<file path="src/pkg/dspa_consts.vh">
// constants of the two-segment bus arbiter: register map, fields,
// reset values and state codes; included by the arbiter top level only
`ifndef DSPA_CONSTS_VH
`define DSPA_CONSTS_VH

// register byte offsets on the AHB-Lite slave
`define DSPA_OFS_CTRL_A 8'h00
`define DSPA_OFS_CTRL_B 8'h04
`define DSPA_OFS_STATUS 8'h08

// control register fields (16 bits wide)
`define DSPA_CTRL_W 16
`define DSPA_GRP_LSB 0
`define DSPA_GRP_W 7
`define DSPA_PARK_BIT 8
`define DSPA_CTRL_RST 16'h0000

// master indices; the bridge's own master sits at index 6
`define DSPA_NMST 7
`define DSPA_NEXT 6
`define DSPA_BRIDGE 3'h6
`define DSPA_LOW_SLOT 3'h7
`define DSPA_GNT_RST 7'h40

// grant state machine codes
`define DSPA_ST_PARK 2'h0
`define DSPA_ST_OWN 2'h1
`define DSPA_ST_DEAD 2'h2

// values the bridge drives onto an idle parked bus
`define DSPA_PARK_AD 32'h00000000
`define DSPA_PARK_CBE 4'h0
`define DSPA_PARK_PAR 1'b0

`endif

</file>
<file path="src/hdl/dspa_sync2.v">
// two-flop synchroniser for pin inputs of the bus segments
// assumes: one core clock, asynchronous active-low reset
`timescale 1ns/1ps
`default_nettype none

module dspa_sync2 #(
  parameter W = 16,
  parameter [15:0] RST_VAL = 16'hffff
) (
  // clock and reset
  input wire core_clk,
  input wire rst_b,
  // pins in, synchronised level out
  input wire [W-1:0] pinIn,
  output reg [W-1:0] syncOut
);

  reg [W-1:0] metaQ;

  ////////////////////////////////////////////////////////////////////////
  // first stage feeds only the second stage
  always @(posedge core_clk or negedge rst_b) begin
    if (!rst_b) begin
      metaQ <= RST_VAL[W-1:0];
      syncOut <= RST_VAL[W-1:0];
    end else begin
      metaQ <= pinIn;
      syncOut <= metaQ;
    end
  end

endmodule // dspa_sync2

`default_nettype wire

</file>
<file path="src/hdl/dspa_rr_pick.v">
// round-robin picker over eight request slots
// assumes: lastIdx is the slot served most recently; purely combinational
`timescale 1ns/1ps
`default_nettype none

module dspa_rr_pick (
  // requests and rotation pointer
  input wire [7:0] req,
  input wire [2:0] lastIdx,
  // result
  output reg anyReq,
  output reg [2:0] winIdx
);

  ////////////////////////////////////////////////////////////////////////
  // scan from the slot after lastIdx; nearest requester wins
  always @* begin : pick
    integer k;
    reg [2:0] cand;
    cand = lastIdx;
    anyReq = 1'b0;
    winIdx = lastIdx;
    for (k = 8; k >= 1; k = k - 1) begin
      cand = lastIdx + k[2:0];
      if (req[cand]) begin
        anyReq = 1'b1;
        winIdx = cand;
      end
    end
  end

endmodule // dspa_rr_pick

`default_nettype wire

</file>
<file path="src/hdl/dspa_arbiter.v">
// two independent bus-segment arbiters with an AHB-Lite register slave
// assumes: segment pins are asynchronous to core_clk and pass two flops;
// internal requests come from bridge logic on core_clk
//
// Contract
// - one independent arbiter per segment, seven masters
// - six external requests plus internal; matching grants
// - every request in exactly one priority group
// - each master's group individually programmable
// - works with all masters in one group
// - round-robin rotation inside each group
// - low group is one slot in high rotation
// - 16-bit control register steers groups and parking
// - idle bus parks on last owner or bridge
// - reset parks on bridge, drives idle bus lines; drive is off during reset, on from the first edge after
`timescale 1ns/1ps
`default_nettype none
`include "dspa_consts.vh"

module dspa_arbiter (
  // clock and reset
  input wire core_clk,
  input wire rst_b,
  // AHB-Lite slave
  input wire hsel,
  input wire [31:0] haddr,
  input wire [1:0] htrans,
  input wire hwrite,
  input wire [2:0] hsize,
  input wire [31:0] hwdata,
  input wire hready,
  output wire hreadyout,
  output wire hresp,
  output reg [31:0] hrdata,
  // segment A pins (active low)
  input wire [5:0] segAReq_b,
  output wire [5:0] segAGnt_b,
  input wire segAFrame_b,
  input wire segAIrdy_b,
  // segment A internal master
  input wire segAIntReq,
  output wire segAIntGnt,
  // segment A park drive of address/data, command and parity
  output wire segAParkOe,
  output wire [31:0] segAParkAd,
  output wire [3:0] segAParkCbe,
  output wire segAParkPar,
  // segment B pins (active low)
  input wire [5:0] segBReq_b,
  output wire [5:0] segBGnt_b,
  input wire segBFrame_b,
  input wire segBIrdy_b,
  // segment B internal master
  input wire segBIntReq,
  output wire segBIntGnt,
  // segment B park drive
  output wire segBParkOe,
  output wire [31:0] segBParkAd,
  output wire [3:0] segBParkCbe,
  output wire segBParkPar
);

  reg [15:0] ctrlAQ;
  reg [15:0] ctrlBQ;
  reg wrPendQ;
  reg [7:0] wrAddrQ;
  wire [15:0] pinRaw;
  wire [15:0] pinSync;
  wire [13:0] segGnt;
  wire [1:0] segParkOe;
  wire [15:0] segStat;
  wire [31:0] statWord;
  wire addrValid;
  reg [31:0] rdData;

  ////////////////////////////////////////////////////////////////////////
  // pin synchronisers; idle high lines reset to the released level
  // per segment byte: [5:0] requests, [6] frame, [7] irdy; b above a
  assign pinRaw = {segBIrdy_b, segBFrame_b, segBReq_b,
                   segAIrdy_b, segAFrame_b, segAReq_b};

  dspa_sync2 #(
    .W(16),
    .RST_VAL(16'hffff)
  ) uSync (
    .core_clk(core_clk),
    .rst_b(rst_b),
    .pinIn(pinRaw),
    .syncOut(pinSync)
  );

  ////////////////////////////////////////////////////////////////////////
  // one arbiter per segment, sharing nothing but the clock and reset
  genvar s;
  generate
    for (s = 0; s < 2; s = s + 1) begin : gSeg
      wire [15:0] ctl;
      wire [6:0] req;
      wire [6:0] lowSel;
      wire [6:0] hiReq;
      wire [6:0] loReq;
      wire hiAny;
      wire [2:0] hiWin;
      wire loAny;
      wire [2:0] loWin;
      wire [2:0] winIdx;
      wire busIdle;
      wire parkLast;
      wire ownReq;
      reg [1:0] stateQ;
      reg [2:0] ownerQ;
      reg [2:0] nextOwnerQ;
      reg [6:0] gntQ;
      reg [2:0] hiLastQ;
      reg [2:0] loLastQ;
      reg startedQ;
      reg parkOeQ;

      assign ctl = (s == 0) ? ctrlAQ : ctrlBQ;
      // six external pins (active low) plus the internal master
      assign req = {(s == 0) ? segAIntReq : segBIntReq,
                    ~pinSync[8*s +: 6]};
      assign busIdle = pinSync[8*s + 6] & pinSync[8*s + 7]; // frame and irdy high
      assign parkLast = ctl[`DSPA_PARK_BIT];

      // a set bit places that master in the low group, clear in high
      assign lowSel = ctl[`DSPA_GRP_LSB +: `DSPA_GRP_W];
      assign hiReq = req & ~lowSel;
      assign loReq = req & lowSel;

      // high ring: seven masters plus the low group as slot 7
      dspa_rr_pick uHi (
        .req({|loReq, hiReq}),
        .lastIdx(hiLastQ),
        .anyReq(hiAny),
        .winIdx(hiWin)
      );

      // low ring: only low-group members take part
      dspa_rr_pick uLo (
        .req({1'b0, loReq}),
        .lastIdx(loLastQ),
        .anyReq(loAny),
        .winIdx(loWin)
      );

      // an empty group never wins, so one group alone works too
      assign winIdx = (hiWin == `DSPA_LOW_SLOT) ? loWin : hiWin;
      assign ownReq = req[ownerQ];

      ////////////////////////////////////////////////////////////////////
      // grant machine; owner changes pass a dead cycle with no grant
      always @(posedge core_clk or negedge rst_b) begin
        if (!rst_b) begin
          stateQ <= `DSPA_ST_PARK;
          ownerQ <= `DSPA_BRIDGE;
          nextOwnerQ <= `DSPA_BRIDGE;
          gntQ <= `DSPA_GNT_RST;
          hiLastQ <= `DSPA_LOW_SLOT;
          loLastQ <= `DSPA_BRIDGE;
          startedQ <= 1'b0;
        end else begin
          case (stateQ)
            `DSPA_ST_PARK: begin
              startedQ <= 1'b0;
              if (hiAny) begin
                hiLastQ <= hiWin;
                if (hiWin == `DSPA_LOW_SLOT) begin
                  loLastQ <= loWin;
                end
                if (gntQ[winIdx]) begin
                  // parked master asks: keep its grant
                  stateQ <= `DSPA_ST_OWN;
                end else begin
                  gntQ <= 7'h00;
                  nextOwnerQ <= winIdx;
                  stateQ <= `DSPA_ST_DEAD;
                end
              end else if (!parkLast && ownerQ != `DSPA_BRIDGE) begin
                // parking moved to the bridge by software
                gntQ <= 7'h00;
                nextOwnerQ <= `DSPA_BRIDGE;
                stateQ <= `DSPA_ST_DEAD;
              end
            end
            `DSPA_ST_DEAD: begin
              // single grant only, from one owner index
              ownerQ <= nextOwnerQ;
              gntQ <= 7'h01 << nextOwnerQ;
              startedQ <= 1'b0;
              stateQ <= req[nextOwnerQ] ? `DSPA_ST_OWN : `DSPA_ST_PARK;
            end
            `DSPA_ST_OWN: begin
              if (!busIdle) begin
                startedQ <= 1'b1;
              end
              // re-arbitrate when owner lets go or its transfer ended
              if (!ownReq || (startedQ && busIdle)) begin
                startedQ <= 1'b0;
                if (hiAny) begin
                  hiLastQ <= hiWin;
                  if (hiWin == `DSPA_LOW_SLOT) begin
                    loLastQ <= loWin;
                  end
                  if (winIdx != ownerQ) begin
                    gntQ <= 7'h00;
                    nextOwnerQ <= winIdx;
                    stateQ <= `DSPA_ST_DEAD;
                  end
                end else if (parkLast || ownerQ == `DSPA_BRIDGE) begin
                  stateQ <= `DSPA_ST_PARK;
                end else begin
                  gntQ <= 7'h00;
                  nextOwnerQ <= `DSPA_BRIDGE;
                  stateQ <= `DSPA_ST_DEAD;
                end
              end
            end
            default: begin
              stateQ <= `DSPA_ST_PARK;
              gntQ <= 7'h00;
            end
          endcase
        end
      end

      ////////////////////////////////////////////////////////////////////
      // bridge drives the idle bus only while parked on itself; any request
      // drops the drive at the edge it is seen, which withdraws the bridge grant
      // unless the bridge itself wins, so the drive never outlives that grant
      always @(posedge core_clk or negedge rst_b) begin
        if (!rst_b) begin
          parkOeQ <= 1'b0;
        end else begin
          parkOeQ <= (stateQ == `DSPA_ST_PARK) && gntQ[`DSPA_BRIDGE] &&
                     busIdle && !hiAny;
        end
      end

      assign segGnt[7*s +: 7] = gntQ;
      assign segParkOe[s] = parkOeQ;
      // status: park drive, state, any grant, owner
      assign segStat[8*s +: 8] = {1'b0, parkOeQ, stateQ, |gntQ, ownerQ};
    end
  endgenerate

  ////////////////////////////////////////////////////////////////////////
  // pin outputs; grants are flops, only the active-low flip is gating
  assign segAGnt_b = ~segGnt[5:0];
  assign segAIntGnt = segGnt[6];
  assign segBGnt_b = ~segGnt[12:7];
  assign segBIntGnt = segGnt[13];
  assign segAParkOe = segParkOe[0];
  assign segBParkOe = segParkOe[1];
  // fixed idle pattern; zero data with zero commands gives even parity
  assign segAParkAd = `DSPA_PARK_AD;
  assign segAParkCbe = `DSPA_PARK_CBE;
  assign segAParkPar = `DSPA_PARK_PAR;
  assign segBParkAd = `DSPA_PARK_AD;
  assign segBParkCbe = `DSPA_PARK_CBE;
  assign segBParkPar = `DSPA_PARK_PAR;

  ////////////////////////////////////////////////////////////////////////
  // AHB-Lite slave: zero wait states, always OKAY
  assign hreadyout = 1'b1;
  assign hresp = 1'b0;
  assign addrValid = hsel & htrans[1] & hready;
  assign statWord = {16'h0000, segStat};

  // write data stands in the data phase; take it then
  always @(posedge core_clk or negedge rst_b) begin
    if (!rst_b) begin
      wrPendQ <= 1'b0;
      wrAddrQ <= 8'h00;
    end else begin
      wrPendQ <= addrValid & hwrite;
      if (addrValid & hwrite) begin
        wrAddrQ <= haddr[7:0];
      end
    end
  end

  // control registers; a new value steers the next arbitration
  always @(posedge core_clk or negedge rst_b) begin
    if (!rst_b) begin
      ctrlAQ <= `DSPA_CTRL_RST;
      ctrlBQ <= `DSPA_CTRL_RST;
    end else if (wrPendQ) begin
      if (wrAddrQ == `DSPA_OFS_CTRL_A) begin
        ctrlAQ <= hwdata[15:0];
      end
      if (wrAddrQ == `DSPA_OFS_CTRL_B) begin
        ctrlBQ <= hwdata[15:0];
      end
    end
  end

  ////////////////////////////////////////////////////////////////////////
  // read mux; forwards a write still in its data phase, so a read
  // right behind a write sees the new value
  always @* begin
    case (haddr[7:0])
      `DSPA_OFS_CTRL_A: begin
        rdData = (wrPendQ && wrAddrQ == `DSPA_OFS_CTRL_A) ?
                 {16'h0000, hwdata[15:0]} : {16'h0000, ctrlAQ};
      end
      `DSPA_OFS_CTRL_B: begin
        rdData = (wrPendQ && wrAddrQ == `DSPA_OFS_CTRL_B) ?
                 {16'h0000, hwdata[15:0]} : {16'h0000, ctrlBQ};
      end
      `DSPA_OFS_STATUS: begin
        rdData = statWord;
      end
      default: begin
        rdData = 32'h00000000; // unmapped reads as zero
      end
    endcase
  end

  // read data latched at the address phase, stands in the data phase
  always @(posedge core_clk or negedge rst_b) begin
    if (!rst_b) begin
      hrdata <= 32'h00000000;
    end else if (addrValid & !hwrite) begin
      hrdata <= rdData;
    end
  end

endmodule // dspa_arbiter

`default_nettype wire

</file>
<file path="config.mk">
export PLATFORM = sky130hd
export DESIGN_NAME = dspa_arbiter
export DESIGN_NICKNAME = d
export VERILOG_FILES = /design/src/hdl/dspa_sync2.v /design/src/hdl/dspa_rr_pick.v /design/src/hdl/dspa_arbiter.v
export VERILOG_INCLUDE_DIRS = /design/src /design/src/pkg
export SDC_FILE = /design/constraint.sdc
export NUM_CORES = 1
export LEC_CHECK = 0
export BUFFER_PORTS_ARGS = -buffer_cell sky130_fd_sc_hd__buf_2
export CAP_MARGIN = 20
export CORE_AREA = 2 2 141 143
export CTS_CLUSTER_SIZE = 12
export DETAILED_ROUTE_END_ITERATION = 8
export DIE_AREA = 0 0 143 145
export GPL_TIMING_DRIVEN = 1
export PLACE_DENSITY = 0.8
export SYNTH_ARGS = -nofsm -noshare
export SYNTH_HDL_FRONTEND = slang
export SYNTH_HIERARCHICAL = 1
export SYNTH_SLANG_ARGS = --single-unit
</file>
<file path="constraint.sdc">
create_clock -name core_clk -period 6 [get_ports core_clk]
set_clock_uncertainty 0.05 [all_clocks]
set_input_delay 0.9 -clock core_clk [delete_from_list [all_inputs] [get_ports core_clk]]
set_output_delay 0.9 -clock core_clk [all_outputs]
set_load 0.005 [all_outputs]
</file>
==> results.sh <==
export IMPL_dr_pass1_iters=5
export IMPL_final_hold_violation_count=0
export IMPL_arrival_ps=5310
export IMPL_antenna_found_initial=1
export IMPL_vdd_drop_max_v=0.000339
export IMPL_syn_area_per_cell_um2=10.1
export IMPL_relSlewSlack_pct=29.4
export IMPL_post_place_cells=1258
export IMPL_p_per_area_nw_per_um2=672
export IMPL_holdBufCountCts=0
export IMPL_drt_iter0_drc=614
export IMPL_layout_drive_gt1_share_pct=27.9
export IMPL_io_pins=216
export IMPL_cap_violations=0
export IMPL_fp_dieH_um=145
export IMPL_syn_area_um2=9550
export IMPL_worst_slew_pin_transition_ps=1060
export IMPL_rsz0062_at_grt="false"
export IMPL_drc=0
export IMPL_cts_root_buf="clkbuf_16"
export IMPL_antennaDiodeCount=0
export IMPL_die_area_um2=20700
export IMPL_fp_dieW_um=143
export IMPL_grt_first_pass_wirelength_mm=35.9
export IMPL_status="finished clean"
export IMPL_final_nets=1113
export IMPL_io_buffers=79
export IMPL_cts_buffers=17
export IMPL_clk_latency_ps=420
export IMPL_initial_core_util_pct=49.7
export IMPL_syn_inst=944
export IMPL_cp_max_fo=14
export IMPL_p_leak_nw=4.67
export IMPL_hold_path_class="flip-flop to flip-flop"
export IMPL_gp_congestion=0.911
export IMPL_hpwl_mm=16.3
export IMPL_globalRouteOverflowTotal=0
export IMPL_drv_slew=0
export IMPL_fin_cells=1291
export IMPL_cp_required_ps=6260
export IMPL_viasPerCell=5.72
export IMPL_fmax_mhz=198
export IMPL_drtAntennaViolNets=0
export IMPL_cts_htree_levels=4
export IMPL_clock_sinks=135
export IMPL_fin_crit_ps=5050
export IMPL_cts_buffer_depth=2
export IMPL_fill_cells=1680
export IMPL_cts_setup_buffers=0
export IMPL_synth_warnings=6
export IMPL_fin_crit_sh_pct=84.1
export IMPL_setup_viol=0
export IMPL_track_usage_pct=21.5
export IMPL_crit_type="flip-flop to flip-flop"
export IMPL_vias=7387
export IMPL_grt_pass1_vias=6870
export IMPL_wl_per_cell_um=17.1
export IMPL_cp_end_kind="flip-flop"
export IMPL_fin_tns_setup_ps=0
export IMPL_clkSlewWorstSetupHoldPaths_ps=60
export IMPL_grt_max_degree=77
export IMPL_worstSetupStartpointType="flip-flop"
export IMPL_wl_mm=22.1
export IMPL_std_cell_rows=51
export IMPL_cts_resized=0
export IMPL_syn2layout_area_growth_pct=8.07
export IMPL_cts_tree="built"
export IMPL_core_area_um2=19200
-- final cells by class --
cell class / count / area [um2] / area share (%)
Tap cell: 265 / 332 / 3.21
Multi-Input combinational cell: 717 / 5340 / 51.7
Sequential cell: 135 / 3440 / 33.4
Timing Repair Buffer: 86 / 458 / 4.44
Inverter: 56 / 210 / 2.04
Clock buffer: 17 / 425 / 4.12
Clock inverter: 15 / 118 / 1.14
-- cells in the final DEF, fill, tap and decap left out, types with 8 or more instances in the layout --
cell	n
conb_1	100
o221ai_1	15
o21a_1	8
mux2_2	48
nand3_1	21
xnor2_1	11
inv_1	55
mux4_2	32
a211oi_1	12
a21oi_1	27
nor2b_1	25
buf_2	78
nand2b_1	8
nand2_1	109
dfstp_2	52
ha_1	8
nor4_1	8
mux2i_1	51
nand3b_1	11
a22oi_1	27
o21ai_0	21
dfrtp_1	83
o2111ai_1	8
xor2_1	9
nor2_1	26
clkbuf_16	17
-- worst paths after layout --
check                      slack [ps]                       endpoint  cells past startpoint                        start
max                               950    gSeg[1].gntQ[0]$_DFFE_PN0P_                     15  uSync/syncOut[10]$_DFF_PN1_
min                               300     uSync/syncOut[9]$_DFF_PN1_                      0     uSync/metaQ[9]$_DFF_PN1_
max reg2reg                       950    gSeg[1].gntQ[0]$_DFFE_PN0P_                     15  uSync/syncOut[10]$_DFF_PN1_
min reg2reg                       300     uSync/syncOut[9]$_DFF_PN1_                      0     uSync/metaQ[9]$_DFF_PN1_
max in group asynchronous        4160  gSeg[0].stateQ[1]$_DFFE_PN0P_                      2                        rst_b
min in group asynchronous         380  gSeg[1].stateQ[0]$_DFFE_PN0P_                      1                        rst_b
-- report_power, final --
part / switching, mW / internal (mW)
Combinational: 2.36 / 2.01
Sequential: 0.418 / 1.19
Clock: 0.423 / 0.535
-- worst max-delay path: stages, from the launching register on --
cell	delay (ps)
dfstp_2	580
nor2b_1	130
nor4_1	290
nand2_1	170
mux4_2	580
mux2i_1	360
inv_1	80
a21oi_1	160
o31ai_1	100
xnor2_1	770
mux2_2	430
a221oi_1	250
o32ai_1	190
a211oi_1	320
o21bai_1	230
a21o_1	240
-- per-layer routing --
metal  part of all wire, %  global-route usage (%)  vias up  routed length (um)
met4                   2.3                    8.07        2                 505
met3                   8.0                    4.59       31                1760
met5                 0.059                       0        -                  13
li1                      -                       -     3378                   -
met1                    43                    30.5     3621                9460
met2                    47                    32.3      355               10400
-- stage by stage --
step | setup WS (ps) | util (%) | total power, mW | hold slack (ps) | instance area [um2]
after CTS | 1100 | 53.7 | 6.87 | 305 | 10300
final | 953 | 53.7 | 6.93 | 305 | 10300
after global placement | 744 | 50.9 | 5.77 | 296 | 9770
after global routing | 661 | 53.7 | 7.46 | 307 | 10300
after detailed placement | 684 | 50.9 | 5.88 | 297 | 9770
after floorplan | 1390 | - | 5.09 | 295 | 9920
-- sequential cells by signal, summed over array words and instances, names as in the netlist --
name             count
ctrlAQ              16
ctrlBQ              16
hrdata              16
uSync/metaQ         16
uSync/syncOut       16
gSeg.gntQ           14
wrAddrQ              8
gSeg.hiLastQ         6
gSeg.loLastQ         6
gSeg.nextOwnerQ      6
gSeg.ownerQ          6
gSeg.stateQ          4
gSeg.startedQ        2
segAParkOe           1
segBParkOe           1
wrPendQ              1
(Power assumes the default switching activity.)
